[config.mk]
export PLATFORM = sky130hd
export DESIGN_NAME = pfs_top
export DESIGN_NICKNAME = d
export VERILOG_FILES = /design/src/pfs_sync2.v /design/src/pfs_cfg_mem.v /design/src/pfs_top.v
export VERILOG_INCLUDE_DIRS = /design/src /design/src/src
export SDC_FILE = /design/constraint.sdc
export NUM_CORES = 1
export LEC_CHECK = 0
export BUFFER_PORTS_ARGS = -buffer_cell sky130_fd_sc_hd__buf_4
export CORE_MARGIN = 3
export CORE_UTILIZATION = 50
export CTS_CLUSTER_DIAMETER = 120
export CTS_CLUSTER_SIZE = 14
export DETAILED_ROUTE_END_ITERATION = 10
export PLACE_DENSITY = 0.73
export SYNTH_ARGS = -nofsm -noshare
export SYNTH_HDL_FRONTEND = slang
export SYNTH_SLANG_ARGS = --single-unit
[constraint.sdc]
create_clock -name REF_CLK -period 2.4 [get_ports REF_CLK]
set_clock_uncertainty 0.05 [all_clocks]
set_input_delay 0.48 -clock REF_CLK [delete_from_list [all_inputs] [get_ports REF_CLK]]
set_output_delay 0.48 -clock REF_CLK [all_outputs]
set_load 0.005 [all_outputs]
[src/pfs_defines.vh]
// constants for the pad function select block
`ifndef PFS_DEFINES_VH
`define PFS_DEFINES_VH
`define PFS_OFF_CFG_BASE  12'h000
`define PFS_OFF_SRCSEL    12'h400
`define PFS_OFF_CTRL      12'h404
`define PFS_OFF_STATUS    12'h408
`define PFS_OFF_PADIN     12'h40c
`define PFS_ALT_F0        3'h0
`define PFS_ALT_F1        3'h1
`define PFS_ALT_F2        3'h2
`define PFS_ALT_F3        3'h3
`define PFS_ALT_F4        3'h4
`define PFS_CFG_ALT_LSB   0
`define PFS_CFG_IBE_BIT   3
`define PFS_CFG_OBE_BIT   4
`define PFS_CFG_PUE_BIT   5
`define PFS_CFG_PUS_BIT   6
`define PFS_CFG_NMI_BIT   7
`define PFS_CFG_SLEW_LSB  8
`define PFS_CFG_SUP_BIT   10
`define PFS_CFG_W         11
`define PFS_CFG_RST       11'h000
`define PFS_CFG_RST_JTAG  11'h008
`define PFS_SRCSEL_RST    32'h00000000
`define PFS_RESP_OKAY     2'h0
`define PFS_RESP_SLVERR   2'h2
`endif

[src/pfs_sync2.v]
// two flip-flop synchroniser for a vector of pad inputs
`default_nettype none
module pfs_sync2 #(
  parameter W = 8
) (
  input  wire         clk,
  input  wire         rst_n,
  input  wire [W-1:0] d,
  output reg  [W-1:0] q
);
  reg [W-1:0] meta_r;
  always @(posedge clk or negedge rst_n) begin
    if (!rst_n) begin
      meta_r <= {W{1'b0}};
      q      <= {W{1'b0}};
    end else begin
      meta_r <= d;
      q      <= meta_r;
    end
  end
endmodule // pfs_sync2
`default_nettype wire

[src/pfs_cfg_mem.v]
// per-pad configuration store, registered read port
`include "pfs_defines.vh"
`default_nettype none
module pfs_cfg_mem #(
  parameter N  = 8,
  parameter AW = 3,
  parameter W  = 11
) (
  input  wire          clk,
  input  wire          rst_n,
  input  wire          we,
  input  wire [AW-1:0] waddr,
  input  wire [W-1:0]  wdata,
  input  wire [AW-1:0] raddr,
  output reg  [W-1:0]  rdata,
  output wire [N*W-1:0] all_cfg
);
  reg [W-1:0] cfg_r [0:N-1];
  genvar g;
  generate
    for (g = 0; g < N; g = g + 1) begin : g_pad
      // jtag pads sit at indices 0..3 and default to input-enabled
      always @(posedge clk or negedge rst_n) begin
        if (!rst_n) begin
          cfg_r[g] <= (g < 4) ? `PFS_CFG_RST_JTAG : `PFS_CFG_RST;
        end else if (we && waddr == g) begin
          cfg_r[g] <= wdata;
        end
      end
      assign all_cfg[g*W +: W] = cfg_r[g];
    end
  endgenerate
  always @(posedge clk or negedge rst_n) begin
    if (!rst_n) begin
      rdata <= {W{1'b0}};
    end else begin
      rdata <= cfg_r[raddr];
    end
  end
endmodule // pfs_cfg_mem
`default_nettype wire

[src/pfs_top.v]
// pad function select: per-pad output mux, input gating and pad defaults
`include "pfs_defines.vh"
`default_nettype none
module pfs_top #(
  parameter N_PADS = 32,
  parameter AW     = 5
) (
  input  wire                REF_CLK,
  input  wire                RST_N,
  input  wire                S_AXI_AWVALID,
  output reg                 S_AXI_AWREADY,
  input  wire [11:0]         S_AXI_AWADDR,
  input  wire                S_AXI_WVALID,
  output reg                 S_AXI_WREADY,
  input  wire [31:0]         S_AXI_WDATA,
  input  wire [3:0]          S_AXI_WSTRB,
  output reg                 S_AXI_BVALID,
  input  wire                S_AXI_BREADY,
  output reg  [1:0]          S_AXI_BRESP,
  input  wire                S_AXI_ARVALID,
  output reg                 S_AXI_ARREADY,
  input  wire [11:0]         S_AXI_ARADDR,
  output reg                 S_AXI_RVALID,
  input  wire                S_AXI_RREADY,
  output reg  [31:0]         S_AXI_RDATA,
  output reg  [1:0]          S_AXI_RRESP,
  input  wire [N_PADS*5-1:0] FUNC_OUT,
  input  wire [N_PADS-1:0]   NMI_OUT,
  input  wire [N_PADS-1:0]   PAD_IN,
  output reg  [N_PADS-1:0]   PAD_OUT,
  output reg  [N_PADS-1:0]   PAD_OE_N,
  output reg  [N_PADS-1:0]   PAD_PULL_EN,
  output reg  [N_PADS-1:0]   PAD_PULL_UP,
  output reg  [N_PADS*2-1:0] PAD_DRIVE,
  output reg  [N_PADS-1:0]   PAD_SUPPLY_SEL,
  output reg  [N_PADS-1:0]   PERIPH_IN,
  output reg  [3:0]          SHARED_IN,
  input  wire                SELFTEST_EN,
  input  wire                POWERUP_N,
  input  wire [11:0]         TRACE_DATA,
  input  wire                TRACE_MSG,
  input  wire                TRACE_CLK,
  input  wire                DBG_TRACE_CLK_EN,
  input  wire                DBG_PROC_STAT_EN,
  input  wire                DBG_FULL_PORT,
  input  wire [N_PADS-1:0]   XTAL_PAD_MASK,
  output reg  [13:0]         TRACE_OE_N,
  output reg  [13:0]         TRACE_PAD_OUT
);
  localparam W = `PFS_CFG_W;

  // synchronised pad, debugger and power-up inputs
  wire [N_PADS-1:0] pad_in_s;
  wire [3:0]        ctl_s;
  pfs_sync2 #(.W(N_PADS)) u_pad_sync (
    .clk   (REF_CLK),
    .rst_n (RST_N),
    .d     (PAD_IN),
    .q     (pad_in_s)
  );
  pfs_sync2 #(.W(4)) u_ctl_sync (
    .clk   (REF_CLK),
    .rst_n (RST_N),
    .d     ({DBG_FULL_PORT, DBG_PROC_STAT_EN, DBG_TRACE_CLK_EN, POWERUP_N}),
    .q     (ctl_s)
  );
  wire pwr_ok_s = ctl_s[0];

  // axi write channel
  reg        aw_got_r;
  reg        w_got_r;
  reg [11:0] awaddr_r;
  reg [31:0] wdata_r;
  reg [3:0]  wstrb_r;
  reg [31:0] srcsel_r;
  reg [1:0]  ctrl_r;
  wire       wr_go = aw_got_r && w_got_r && !S_AXI_BVALID;
  wire       wr_cfg = awaddr_r < (N_PADS * 4);
  wire [W-1:0] cfg_rd;
  wire [N_PADS*W-1:0] all_cfg;
  wire [W-1:0] wmerge;
  reg        wr_ph_r;
  reg [11:0] ar_addr_q;
  reg        ar_got_r;
  reg        rd_ph_r;
  reg        rd_ph2_r;

  function [W-1:0] strb_merge;
    input [W-1:0] old;
    input [31:0]  nw;
    input [3:0]   st;
    reg   [15:0]  t;
    begin
      t = {(st[1] ? nw[15:8] : {5'h00, old[10:8]}), (st[0] ? nw[7:0] : old[7:0])};
      strb_merge = t[W-1:0];
    end
  endfunction

  pfs_cfg_mem #(.N(N_PADS), .AW(AW), .W(W)) u_cfg (
    .clk     (REF_CLK),
    .rst_n   (RST_N),
    .we      (wr_go && wr_ph_r && wr_cfg),
    .waddr   (awaddr_r[AW+1:2]),
    .wdata   (wmerge),
    .raddr   (ar_got_r ? ar_addr_q[AW+1:2] : awaddr_r[AW+1:2]),
    .rdata   (cfg_rd),
    .all_cfg (all_cfg)
  );
  // read-modify uses the registered word, so writes wait one cycle for it
  assign wmerge = strb_merge(cfg_rd, wdata_r, wstrb_r);

  always @(posedge REF_CLK or negedge RST_N) begin
    if (!RST_N) begin
      S_AXI_AWREADY <= 1'b0;
      S_AXI_WREADY  <= 1'b0;
      S_AXI_BVALID  <= 1'b0;
      S_AXI_BRESP   <= `PFS_RESP_OKAY;
      aw_got_r      <= 1'b0;
      w_got_r       <= 1'b0;
      awaddr_r      <= 12'h000;
      wdata_r       <= 32'h00000000;
      wstrb_r       <= 4'h0;
      srcsel_r      <= `PFS_SRCSEL_RST;
      ctrl_r        <= 2'h0;
      wr_ph_r       <= 1'b0;
    end else begin
      S_AXI_AWREADY <= !aw_got_r && !S_AXI_AWREADY && S_AXI_AWVALID;
      S_AXI_WREADY  <= !w_got_r && !S_AXI_WREADY && S_AXI_WVALID;
      if (S_AXI_AWREADY && S_AXI_AWVALID) begin
        aw_got_r <= 1'b1;
        awaddr_r <= S_AXI_AWADDR;
      end
      if (S_AXI_WREADY && S_AXI_WVALID) begin
        w_got_r <= 1'b1;
        wdata_r <= S_AXI_WDATA;
        wstrb_r <= S_AXI_WSTRB;
      end
      // a read in flight owns the memory port, so the merge waits for it
      if (aw_got_r && w_got_r && !S_AXI_BVALID && !wr_ph_r && !ar_got_r) begin
        wr_ph_r <= 1'b1;
      end
      if (wr_go && wr_ph_r) begin
        wr_ph_r      <= 1'b0;
        aw_got_r     <= 1'b0;
        w_got_r      <= 1'b0;
        S_AXI_BVALID <= 1'b1;
        S_AXI_BRESP  <= `PFS_RESP_OKAY;
        if (awaddr_r == `PFS_OFF_SRCSEL) begin
          srcsel_r <= wstrb_r == 4'h0 ? srcsel_r : wdata_r;
        end else if (awaddr_r == `PFS_OFF_CTRL) begin
          ctrl_r <= wstrb_r[0] ? wdata_r[1:0] : ctrl_r;
        end else if (!wr_cfg) begin
          S_AXI_BRESP <= `PFS_RESP_SLVERR;
        end
      end
      if (S_AXI_BVALID && S_AXI_BREADY) begin
        S_AXI_BVALID <= 1'b0;
      end
    end
  end

  // axi read channel: address taken, one cycle for memory, then data
  always @(posedge REF_CLK or negedge RST_N) begin
    if (!RST_N) begin
      S_AXI_ARREADY <= 1'b0;
      S_AXI_RVALID  <= 1'b0;
      S_AXI_RDATA   <= 32'h00000000;
      S_AXI_RRESP   <= `PFS_RESP_OKAY;
      ar_addr_q     <= 12'h000;
      ar_got_r      <= 1'b0;
      rd_ph_r       <= 1'b0;
      rd_ph2_r      <= 1'b0;
    end else begin
      S_AXI_ARREADY <= !ar_got_r && !S_AXI_ARREADY && S_AXI_ARVALID && !wr_ph_r;
      rd_ph_r       <= 1'b0;
      rd_ph2_r      <= rd_ph_r;
      if (S_AXI_ARREADY && S_AXI_ARVALID) begin
        ar_got_r  <= 1'b1;
        ar_addr_q <= S_AXI_ARADDR;
        rd_ph_r   <= 1'b1;
      end
      if (rd_ph2_r) begin
        S_AXI_RVALID <= 1'b1;
        S_AXI_RRESP  <= `PFS_RESP_OKAY;
        if (ar_addr_q < (N_PADS * 4)) begin
          S_AXI_RDATA <= {{(32-W){1'b0}}, cfg_rd};
        end else if (ar_addr_q == `PFS_OFF_SRCSEL) begin
          S_AXI_RDATA <= srcsel_r;
        end else if (ar_addr_q == `PFS_OFF_CTRL) begin
          S_AXI_RDATA <= {30'h0, ctrl_r};
        end else if (ar_addr_q == `PFS_OFF_STATUS) begin
          S_AXI_RDATA <= {28'h0, ctl_s[3:1], pwr_ok_s};
        end else if (ar_addr_q == `PFS_OFF_PADIN) begin
          S_AXI_RDATA <= pad_in_s;
        end else begin
          S_AXI_RDATA <= 32'h00000000;
          S_AXI_RRESP <= `PFS_RESP_SLVERR;
        end
      end
      if (S_AXI_RVALID && S_AXI_RREADY) begin
        S_AXI_RVALID <= 1'b0;
        ar_got_r     <= 1'b0;
      end
    end
  end

  // per-pad output mux and input gating
  function [4:0] alt_decode;
    input [2:0] a;
    begin
      case (a)
        `PFS_ALT_F0: alt_decode = 5'h01;
        `PFS_ALT_F1: alt_decode = 5'h02;
        `PFS_ALT_F2: alt_decode = 5'h04;
        `PFS_ALT_F3: alt_decode = 5'h08;
        `PFS_ALT_F4: alt_decode = 5'h10;
        default:     alt_decode = 5'h00;
      endcase
    end
  endfunction

  reg [N_PADS-1:0]   out_nxt;
  reg [N_PADS-1:0]   oe_n_nxt;
  reg [N_PADS-1:0]   in_nxt;
  reg [N_PADS-1:0]   pe_nxt;
  reg [N_PADS-1:0]   pu_nxt;
  reg [N_PADS*2-1:0] drv_nxt;
  reg [N_PADS-1:0]   sup_nxt;
  reg [W-1:0]        c;
  reg [4:0]          sel;
  integer            i;

  always @* begin
    out_nxt  = {N_PADS{1'b0}};
    oe_n_nxt = {N_PADS{1'b1}};
    in_nxt   = {N_PADS{1'b0}};
    pe_nxt   = {N_PADS{1'b0}};
    pu_nxt   = {N_PADS{1'b0}};
    drv_nxt  = {N_PADS*2{1'b0}};
    sup_nxt  = {N_PADS{1'b0}};
    c        = {W{1'b0}};
    sel      = 5'h00;
    for (i = 0; i < N_PADS; i = i + 1) begin
      c   = all_cfg[i*W +: W];
      sel = alt_decode(c[`PFS_CFG_ALT_LSB +: 3]);
      if (c[`PFS_CFG_NMI_BIT]) begin
        out_nxt[i] = NMI_OUT[i];
      end else begin
        out_nxt[i] = |(sel & FUNC_OUT[i*5 +: 5]);
      end
      // output only when enabled, a function or nmi chosen, supply up, not crystal
      oe_n_nxt[i] = !(c[`PFS_CFG_OBE_BIT] && (|sel || c[`PFS_CFG_NMI_BIT])
                      && pwr_ok_s && !XTAL_PAD_MASK[i]);
      in_nxt[i]  = c[`PFS_CFG_IBE_BIT] & pad_in_s[i];
      pe_nxt[i]  = c[`PFS_CFG_PUE_BIT] & !XTAL_PAD_MASK[i];
      pu_nxt[i]  = c[`PFS_CFG_PUS_BIT];
      drv_nxt[i*2 +: 2] = c[`PFS_CFG_SLEW_LSB +: 2];
      sup_nxt[i] = c[`PFS_CFG_SUP_BIT] | !pwr_ok_s;
    end
  end

  // shared peripheral inputs picked by 8-bit pad-select fields
  reg [3:0] shared_nxt;
  integer   k;
  always @* begin
    shared_nxt = 4'h0;
    for (k = 0; k < 4; k = k + 1) begin
      shared_nxt[k] = in_nxt[srcsel_r[k*8 +: AW]];
    end
  end

  // trace pad claims by the debugger port
  wire clk_en = ctl_s[1];
  wire st_en  = ctl_s[2];
  wire full_port_mode    = ctl_s[3];
  wire low_claim  = clk_en | st_en;
  wire high_claim = (clk_en & full_port_mode) | st_en;

  always @(posedge REF_CLK or negedge RST_N) begin
    if (!RST_N) begin
      PAD_OUT        <= {N_PADS{1'b0}};
      PAD_OE_N       <= {N_PADS{1'b1}};
      PAD_PULL_EN    <= {N_PADS{1'b0}};
      PAD_PULL_UP    <= {N_PADS{1'b0}};
      PAD_DRIVE      <= {N_PADS*2{1'b0}};
      PAD_SUPPLY_SEL <= {N_PADS{1'b0}};
      PERIPH_IN      <= {N_PADS{1'b0}};
      SHARED_IN      <= 4'h0;
    end else begin
      PAD_OUT        <= out_nxt;
      PAD_OE_N       <= oe_n_nxt;
      PAD_PULL_EN    <= pe_nxt;
      PAD_PULL_UP    <= pu_nxt;
      PAD_DRIVE      <= drv_nxt;
      PAD_SUPPLY_SEL <= sup_nxt;
      PERIPH_IN      <= in_nxt;
      SHARED_IN      <= shared_nxt;
    end
  end

  // reset-free chains: the self-test pin and reset level must be seen in reset
  reg rst_meta_r;
  reg rst_s_r;
  reg st_meta_r;
  reg st_s_r;
  always @(posedge REF_CLK) begin
    rst_meta_r <= RST_N;
    rst_s_r    <= rst_meta_r;
    st_meta_r  <= SELFTEST_EN;
    st_s_r     <= st_meta_r;
  end

  // trace pads follow reset two cycles late, traded for a registered indicator
  always @(posedge REF_CLK) begin
    if (!rst_s_r) begin
      TRACE_OE_N    <= {13'h1fff, !st_s_r};
      TRACE_PAD_OUT <= {13'h0000, st_s_r};
    end else begin
      TRACE_OE_N    <= ~{low_claim, low_claim, {4{high_claim}}, {8{low_claim}}};
      TRACE_PAD_OUT <= {TRACE_CLK, TRACE_MSG, TRACE_DATA};
    end
  end
endmodule // pfs_top
`default_nettype wire

==> impl_metrics.toml, run 1 <==
[cts]
cts_root_buffer = "clkbuf_16"
clock-sinks = 855
clock_path_buffers = 3
cts_tree = "yes"
clk_pin_slew_worst_paths_ns = 0.08
h-tree-depth = 3
worstSkewPairLatency_ns = 0.64
cts_made_buffers = 71

[placement]
io_buffers = 668
hpwl_mm = 93.0
gp_congestion = 0.928

[timing]
worstMarginPinSlew_ns = 0.789
period_minus_slack_ns = 2.35
fmax_ghz = 0.425
slew-limit-headroom = 0.473
final_hold_viol_count = 0
period_share = 0.981
final_max_slew_viol_count = 0
finalSetupViolCount = 0

[die]
core.rowCount = 96
dieWidth_um = 271
dieArea_mm2 = 0.0733
dieHeight_um = 271
coreArea_mm2 = 0.0689
start_util = 0.508
io_pins = 671

[route]
drt-initial-drc-count = 3332
ant_nets = 0
drtPass1Iterations = 6
wirelength_mm = 127
via_per_inst = 5.89
wl_per_cell_um = 26.7
num_vias = 27922
drc = 0

[power]
finalPower_mw = 43.3
ir_worst_vdd_uv = 712
power_leakage_nw = 20.7
powerDensity_mw_per_mm2 = 958

[logic_synthesis]
ys_seq_elements = 855
synth_cell_type_count = 68
synth_edf_count = 0
synth-main-ff-cell = "dfrtp_1"
yosys_warnings = 0
synth-seq-area-share = 0.609
avgSynthCellArea_um2 = 11.9
syn_inst = 2951
syn-cell-area_mm2 = 0.0350
async_flop_share = 0.975

[critical_path]
reg2reg_to = "u_cfg.rdata[10]$_DFF_PN0_"
cp.required_ns = 2.84
rrSetupSlack_ns = 0.05
rr_worst_depth = 8
crit_path_start_kind = "flop"
critPathMaxFanout = 19
critPathKind = "reg -> reg"
endpoint_kind = "flop"
crit_end = "u_cfg.rdata[10]$_DFF_PN0_"
cpMostUsedCell = "buf_12"
arrival_ns = 2.79
startpoint = "ar_got_r$_DFFE_PN0P_"
r2r_start = "ar_got_r$_DFFE_PN0P_"
crit_path_max_incr_delay_ns = 0.55
crit_chain = "nand2_2 -> o21ai_4 -> buf_12 -> buf_12 -> buf_4 -> mux4_2 -> o22ai_1 -> nor4_2"
cp_slowest_cell = "mux4_2"

[cells_and_area]
drive_gt1_frac = 0.315
utilization = 0.655
fin_nets = 4079
area_delta_synth_final_pct = 29.0

[grt]
grt_max_degree = 88
grt_pass1_vias = 28248
grt_pass1_wl_mm = 186
antenna_found_initial = 19
grt-ovfl-total = 0
grtUsageTotal = 0.343

[min_path]
holdPathStages = 2
hp-class = "in -> reg"

[status]
status = "finished, final reports clean"

[flow_run]
drv_cap = 0
-- cell usage in the layout (no fill, tap or decap), types with 8 or more instances in the layout --
cell,count
a21oi_1,165
or3_1,30
mux2_2,98
a22oi_1,35
dfstp_2,36
a221o_1,9
nand4_1,19
buf_12,39
nand2_1,364
and2_1,17
o22ai_1,21
o221ai_1,11
a31oi_1,50
inv_1,66
o211ai_1,12
diode_2,12
nand3_1,9
o21ai_0,320
mux4_2,118
nor4_2,10
mux2i_4,10
dfrtp_1,795
nand2b_1,44
buf_4,781
nor2_1,229
clkbuf_1,53
and3_1,9
nor3b_1,32
mux2i_1,36
clkbuf_16,74
dlygate4sd3_1,101
a221oi_1,23
dfxtp_1,21
nor2b_1,76
o31ai_1,8
-- layout make-up --
cell class	instances	area (um2)
multi-input combinational	1818	12600
fill	5300	23800
timing repair buffer	923	7680
antenna	12	30.0
clock inverter	4	50.0
clock buffer	127	2050
inverter	68	255
tap	931	1160
sequential	855	21300
-- stage by stage --
step	TNS [ns]	hold slack [ns]	cell area (um2)	cells	setup WS, ns
floorplan	0	0.134	35000	2952	0.392
global placement	0	0.261	42000	4492	0.0952
global route	-0.00745	0.0161	45200	4735	-0.00745
CTS	0	0.000746	45100	4724	0.0179
detailed placement	0	0.265	42000	4492	0.0508
finish	0	0.0257	45200	4738	0.0461
-- kinds of logic (layout without fill, tap and decap cells) --
group                  Yosys count  after routing  share of synthesized area
flip-flops                     855            855                      0.609
multiplexers                   271            271                      0.126
AO/OA/AOI/OAI                  672            672                      0.109
other                            1             14                   0.000107
buffers and inverters          279           1122                     0.0377
AND/OR/NAND/NOR                873            873                      0.118
-- worst min-delay path by stage --
| stage | start | to | slack, ns |
|---|---|---|---|
| floorplan | RST_N | PAD_DRIVE[0]$_DFF_PN0_ | 0.13 |
| global placement | rst_meta_r$_DFF_P_ | rst_s_r$_DFF_P_ | 0.26 |
| detailed placement | rst_meta_r$_DFF_P_ | rst_s_r$_DFF_P_ | 0.26 |
| CTS | S_AXI_WDATA[4] | wdata_r[4]$_DFFE_PN0P_ | 0.0007 |
| global route | NMI_OUT[8] | PAD_OUT[8]$_DFF_PN0_ | 0.02 |
| finish | S_AXI_WDATA[4] | wdata_r[4]$_DFFE_PN0P_ | 0.03 |
-- Yosys cell counts, types with 36 or more instances --
library cell / count / area share
dfrtp_1: 798 / 0.57
o21ai_0: 320 / 0.046
nor2_1: 229 / 0.025
dfstp_2: 36 / 0.027
buf_2: 48 / 0.0069
nand2_1: 364 / 0.039
a21oi_1: 165 / 0.024
a31oi_1: 50 / 0.0089
mux4_2: 118 / 0.076
inv_1: 66 / 0.0071
mux2_2: 99 / 0.032
nor2b_1: 76 / 0.014
mux2i_1: 48 / 0.014
nand2b_1: 44 / 0.0079
clkbuf_1: 119 / 0.013
-- what timing repair did --
action	in CTS	in global routing
hold buffers	101	0
buffers inserted	0	2
gates resized for setup	0	3
endpoints found under the hold margin	142	0
endpoints found under the setup margin	0	7
-- registers in the layout, summed over array words and instances, names as in the netlist, 32 cells and up --
register / count
PAD_SUPPLY_SEL: 32
u_cfg.all_cfg: 352
PAD_PULL_UP: 32
u_pad_sync.meta_r: 32
PAD_OUT: 32
PERIPH_IN: 32
srcsel_r: 32
PAD_OE_N: 32
u_pad_sync.q: 32
PAD_PULL_EN: 32
S_AXI_RDATA: 32
wdata_r: 32
PAD_DRIVE: 64
-- power breakdown --
group          internal, mW  total, mW  switching [mW]
registers              16.0       17.6            1.65
clock network          5.82       11.1            5.29
logic                  5.82       14.5            8.69
total                  27.6       43.3            15.6
-- layer usage --
layer / routed length (um) / vias up / global-route usage
met2: 60500 / 1611 / 0.551
met1: 46900 / 13940 / 0.438
li1: - / 11964 / -
met4: 7710 / 10 / 0.183
met3: 11400 / 397 / 0.0779
met5: 70 / - / 0
-- worst max-delay path: cells and delay by family (launching register included) --
family / cells / cell delay (ns)
buffers and inverters: 3 / 0.49
flip-flops: 1 / 0.49
AO/OA/AOI/OAI: 2 / 0.40
AND/OR/NAND/NOR: 2 / 0.21
multiplexers: 1 / 0.55
(Power assumes the default switching activity.)
==> inputs of run 2 (changes only) <==
clock period = 2.89 ns   (was 2.4 ns; I/O delays follow)
==> impl_metrics.toml, run 2 (same netlist as run 1, synthesis figures left out) <==
[grt]
grt-ovfl-total = 0
grt_pass1_wl_mm = 179
grt_pass1_vias = 26934
grtUsageTotal = 0.329
grt_max_degree = 73
antenna_found_initial = 10

[route]
num_vias = 27063
drc = 0
drt-initial-drc-count = 3463
ant_nets = 0
via_per_inst = 5.85
wirelength_mm = 121
drtPass1Iterations = 6
wl_per_cell_um = 26.3

[die]
core.rowCount = 96
io_pins = 671
dieHeight_um = 271
coreArea_mm2 = 0.0689
dieArea_mm2 = 0.0733
dieWidth_um = 271
start_util = 0.508

[cts]
clk_pin_slew_worst_paths_ns = 0.07
cts_setup_buffers = 0
h-tree-depth = 3
postCtsHoldBufs = 29
cts_made_buffers = 71
clock_path_buffers = 3
cts_root_buffer = "clkbuf_16"
cts_tree = "yes"
worstSkewPairLatency_ns = 0.63
clock-sinks = 855
cts.repair.resized = 0

[timing]
holdWs_ns = 0.0228
slew-limit-headroom = 0.373
fmax_ghz = 0.374
final_hold_viol_count = 0
period_share = 0.925
period_minus_slack_ns = 2.67
worstMarginPinSlew_ns = 0.935
finalSetupViolCount = 0
rsz0062_at_grt = "no"
tns_ns = 0
layout_setup_ws_ns = 0.218
final_max_slew_viol_count = 0

[cells_and_area]
area_delta_synth_final_pct = 25.3
layout_commonest_cell = "dfrtp_1"
drive_gt1_frac = 0.313
largest_reg_flops = 352
fin_cells = 4623
fin_nets = 3967
most-common-layout-cells = "dfrtp_1 (795), buf_4 (760), nand2_1 (364)"
fin_area_mm2 = 0.0439

[power]
power_leakage_nw = 20.2
powerDensity_mw_per_mm2 = 798
power_frac_comb = 0.319
ir_worst_vdd_uv = 624
pwr-share-clk = 0.261
p_int_mw = 22.3
seq_power_share = 0.420
p_sw_frac = 0.364
power.switching_mw = 12.7

[critical_path]
cp.required_ns = 3.34
endpoint_kind = "flop"
cp_top_family = "multiplexers"
path_buf_inv = 1
crit_chain = "mux2_4 -> buf_4 -> mux4_2 -> o22ai_1 -> nor4_2"
critPathKind = "reg -> reg"
crit_path_max_incr_delay_ns = 0.60
cp_slowest_cell = "dfrtp_2"
critPathMaxFanout = 39
crit_path_start_kind = "flop"
arrival_ns = 3.12

[placement]
place_ws_ns = 0.290
place_area_mm2 = 0.0415
gp_congestion = 0.943
io_buffers = 668
placed_cells_incl_taps = 4454
hpwl_mm = 90.5

[min_path]
hp-class = "in -> reg"

[status]
status = "finished, final reports clean"

[flow_run]
drv_cap = 0
-- run 2: area by class of cell --
cell class | instances | area [um2]
Fill cell | 5426 | 25100
Sequential cell | 855 | 21300
Multi-Input combinational cell | 1818 | 12600
Timing Repair Buffer | 811 | 6430
Clock buffer | 124 | 1980
Tap cell | 931 | 1160
Inverter | 68 | 255
Clock inverter | 8 | 104
Antenna cell | 8 | 20.0
-- run 2: per-layer routing --
metal  GRT usage  share of wire  up-vias
li1            -              -    11734
met1       0.432           0.38    13645
met2       0.540           0.49     1384
met3      0.0657          0.084      294
met4       0.138          0.046        6
met5           0        0.00034        -
-- run 2: worst paths after layout --
| path | startpoint | end | slack [ns] | cells after the start |
|---|---|---|---|---|
| worst max-delay path | ar_got_r$_DFFE_PN0P_ | u_cfg.rdata[4]$_DFF_PN0_ | 0.22 | 5 |
| worst min-delay path | PAD_IN[31] | u_pad_sync.meta_r[31]$_DFF_PN0_ | 0.02 | 1 |
| worst max register to register | ar_got_r$_DFFE_PN0P_ | u_cfg.rdata[4]$_DFF_PN0_ | 0.22 | 5 |
| worst min register to register | st_meta_r$_DFF_P_ | st_s_r$_DFF_P_ | 0.28 | 0 |
| max in group asynchronous | RST_N | PAD_OE_N[18]$_DFF_PN1_ | 1.31 | 3 |
| min in group asynchronous | RST_N | PAD_PULL_EN[25]$_DFF_PN0_ | 0.46 | 2 |
-- run 2: power groups by stage --
stage	Sequential (mW)	Clock, mW	Combinational (mW)
2_1_floorplan	14.2	0	6.26
3_3_place_gp	14.8	0	10.8
3_5_place_dp	14.9	0	10.9
4_1_cts	14.7	9.25	11.0
5_1_grt	14.8	9.69	11.7
6_report	14.7	9.14	11.2
-- run 2: through the flow --
step           utilization  power [mW]
4_1_cts              0.636        34.9
3_5_place_dp         0.602        25.8
5_1_grt              0.636        36.3
3_3_place_gp         0.602        25.6
2_1_floorplan            -        20.4
6_report             0.636        35.0
-- run 2: worst reg2reg max path, delay by kind of cell (launching register included) --
| family | cells | cell delay, ns |
|---|---|---|
| AOI/OAI and AO/OA | 1 | 0.36 |
| buffers and inverters | 1 | 0.54 |
| DFF | 1 | 0.60 |
| and+or+nand+nor | 1 | 0.10 |
| muxes | 2 | 0.90 |
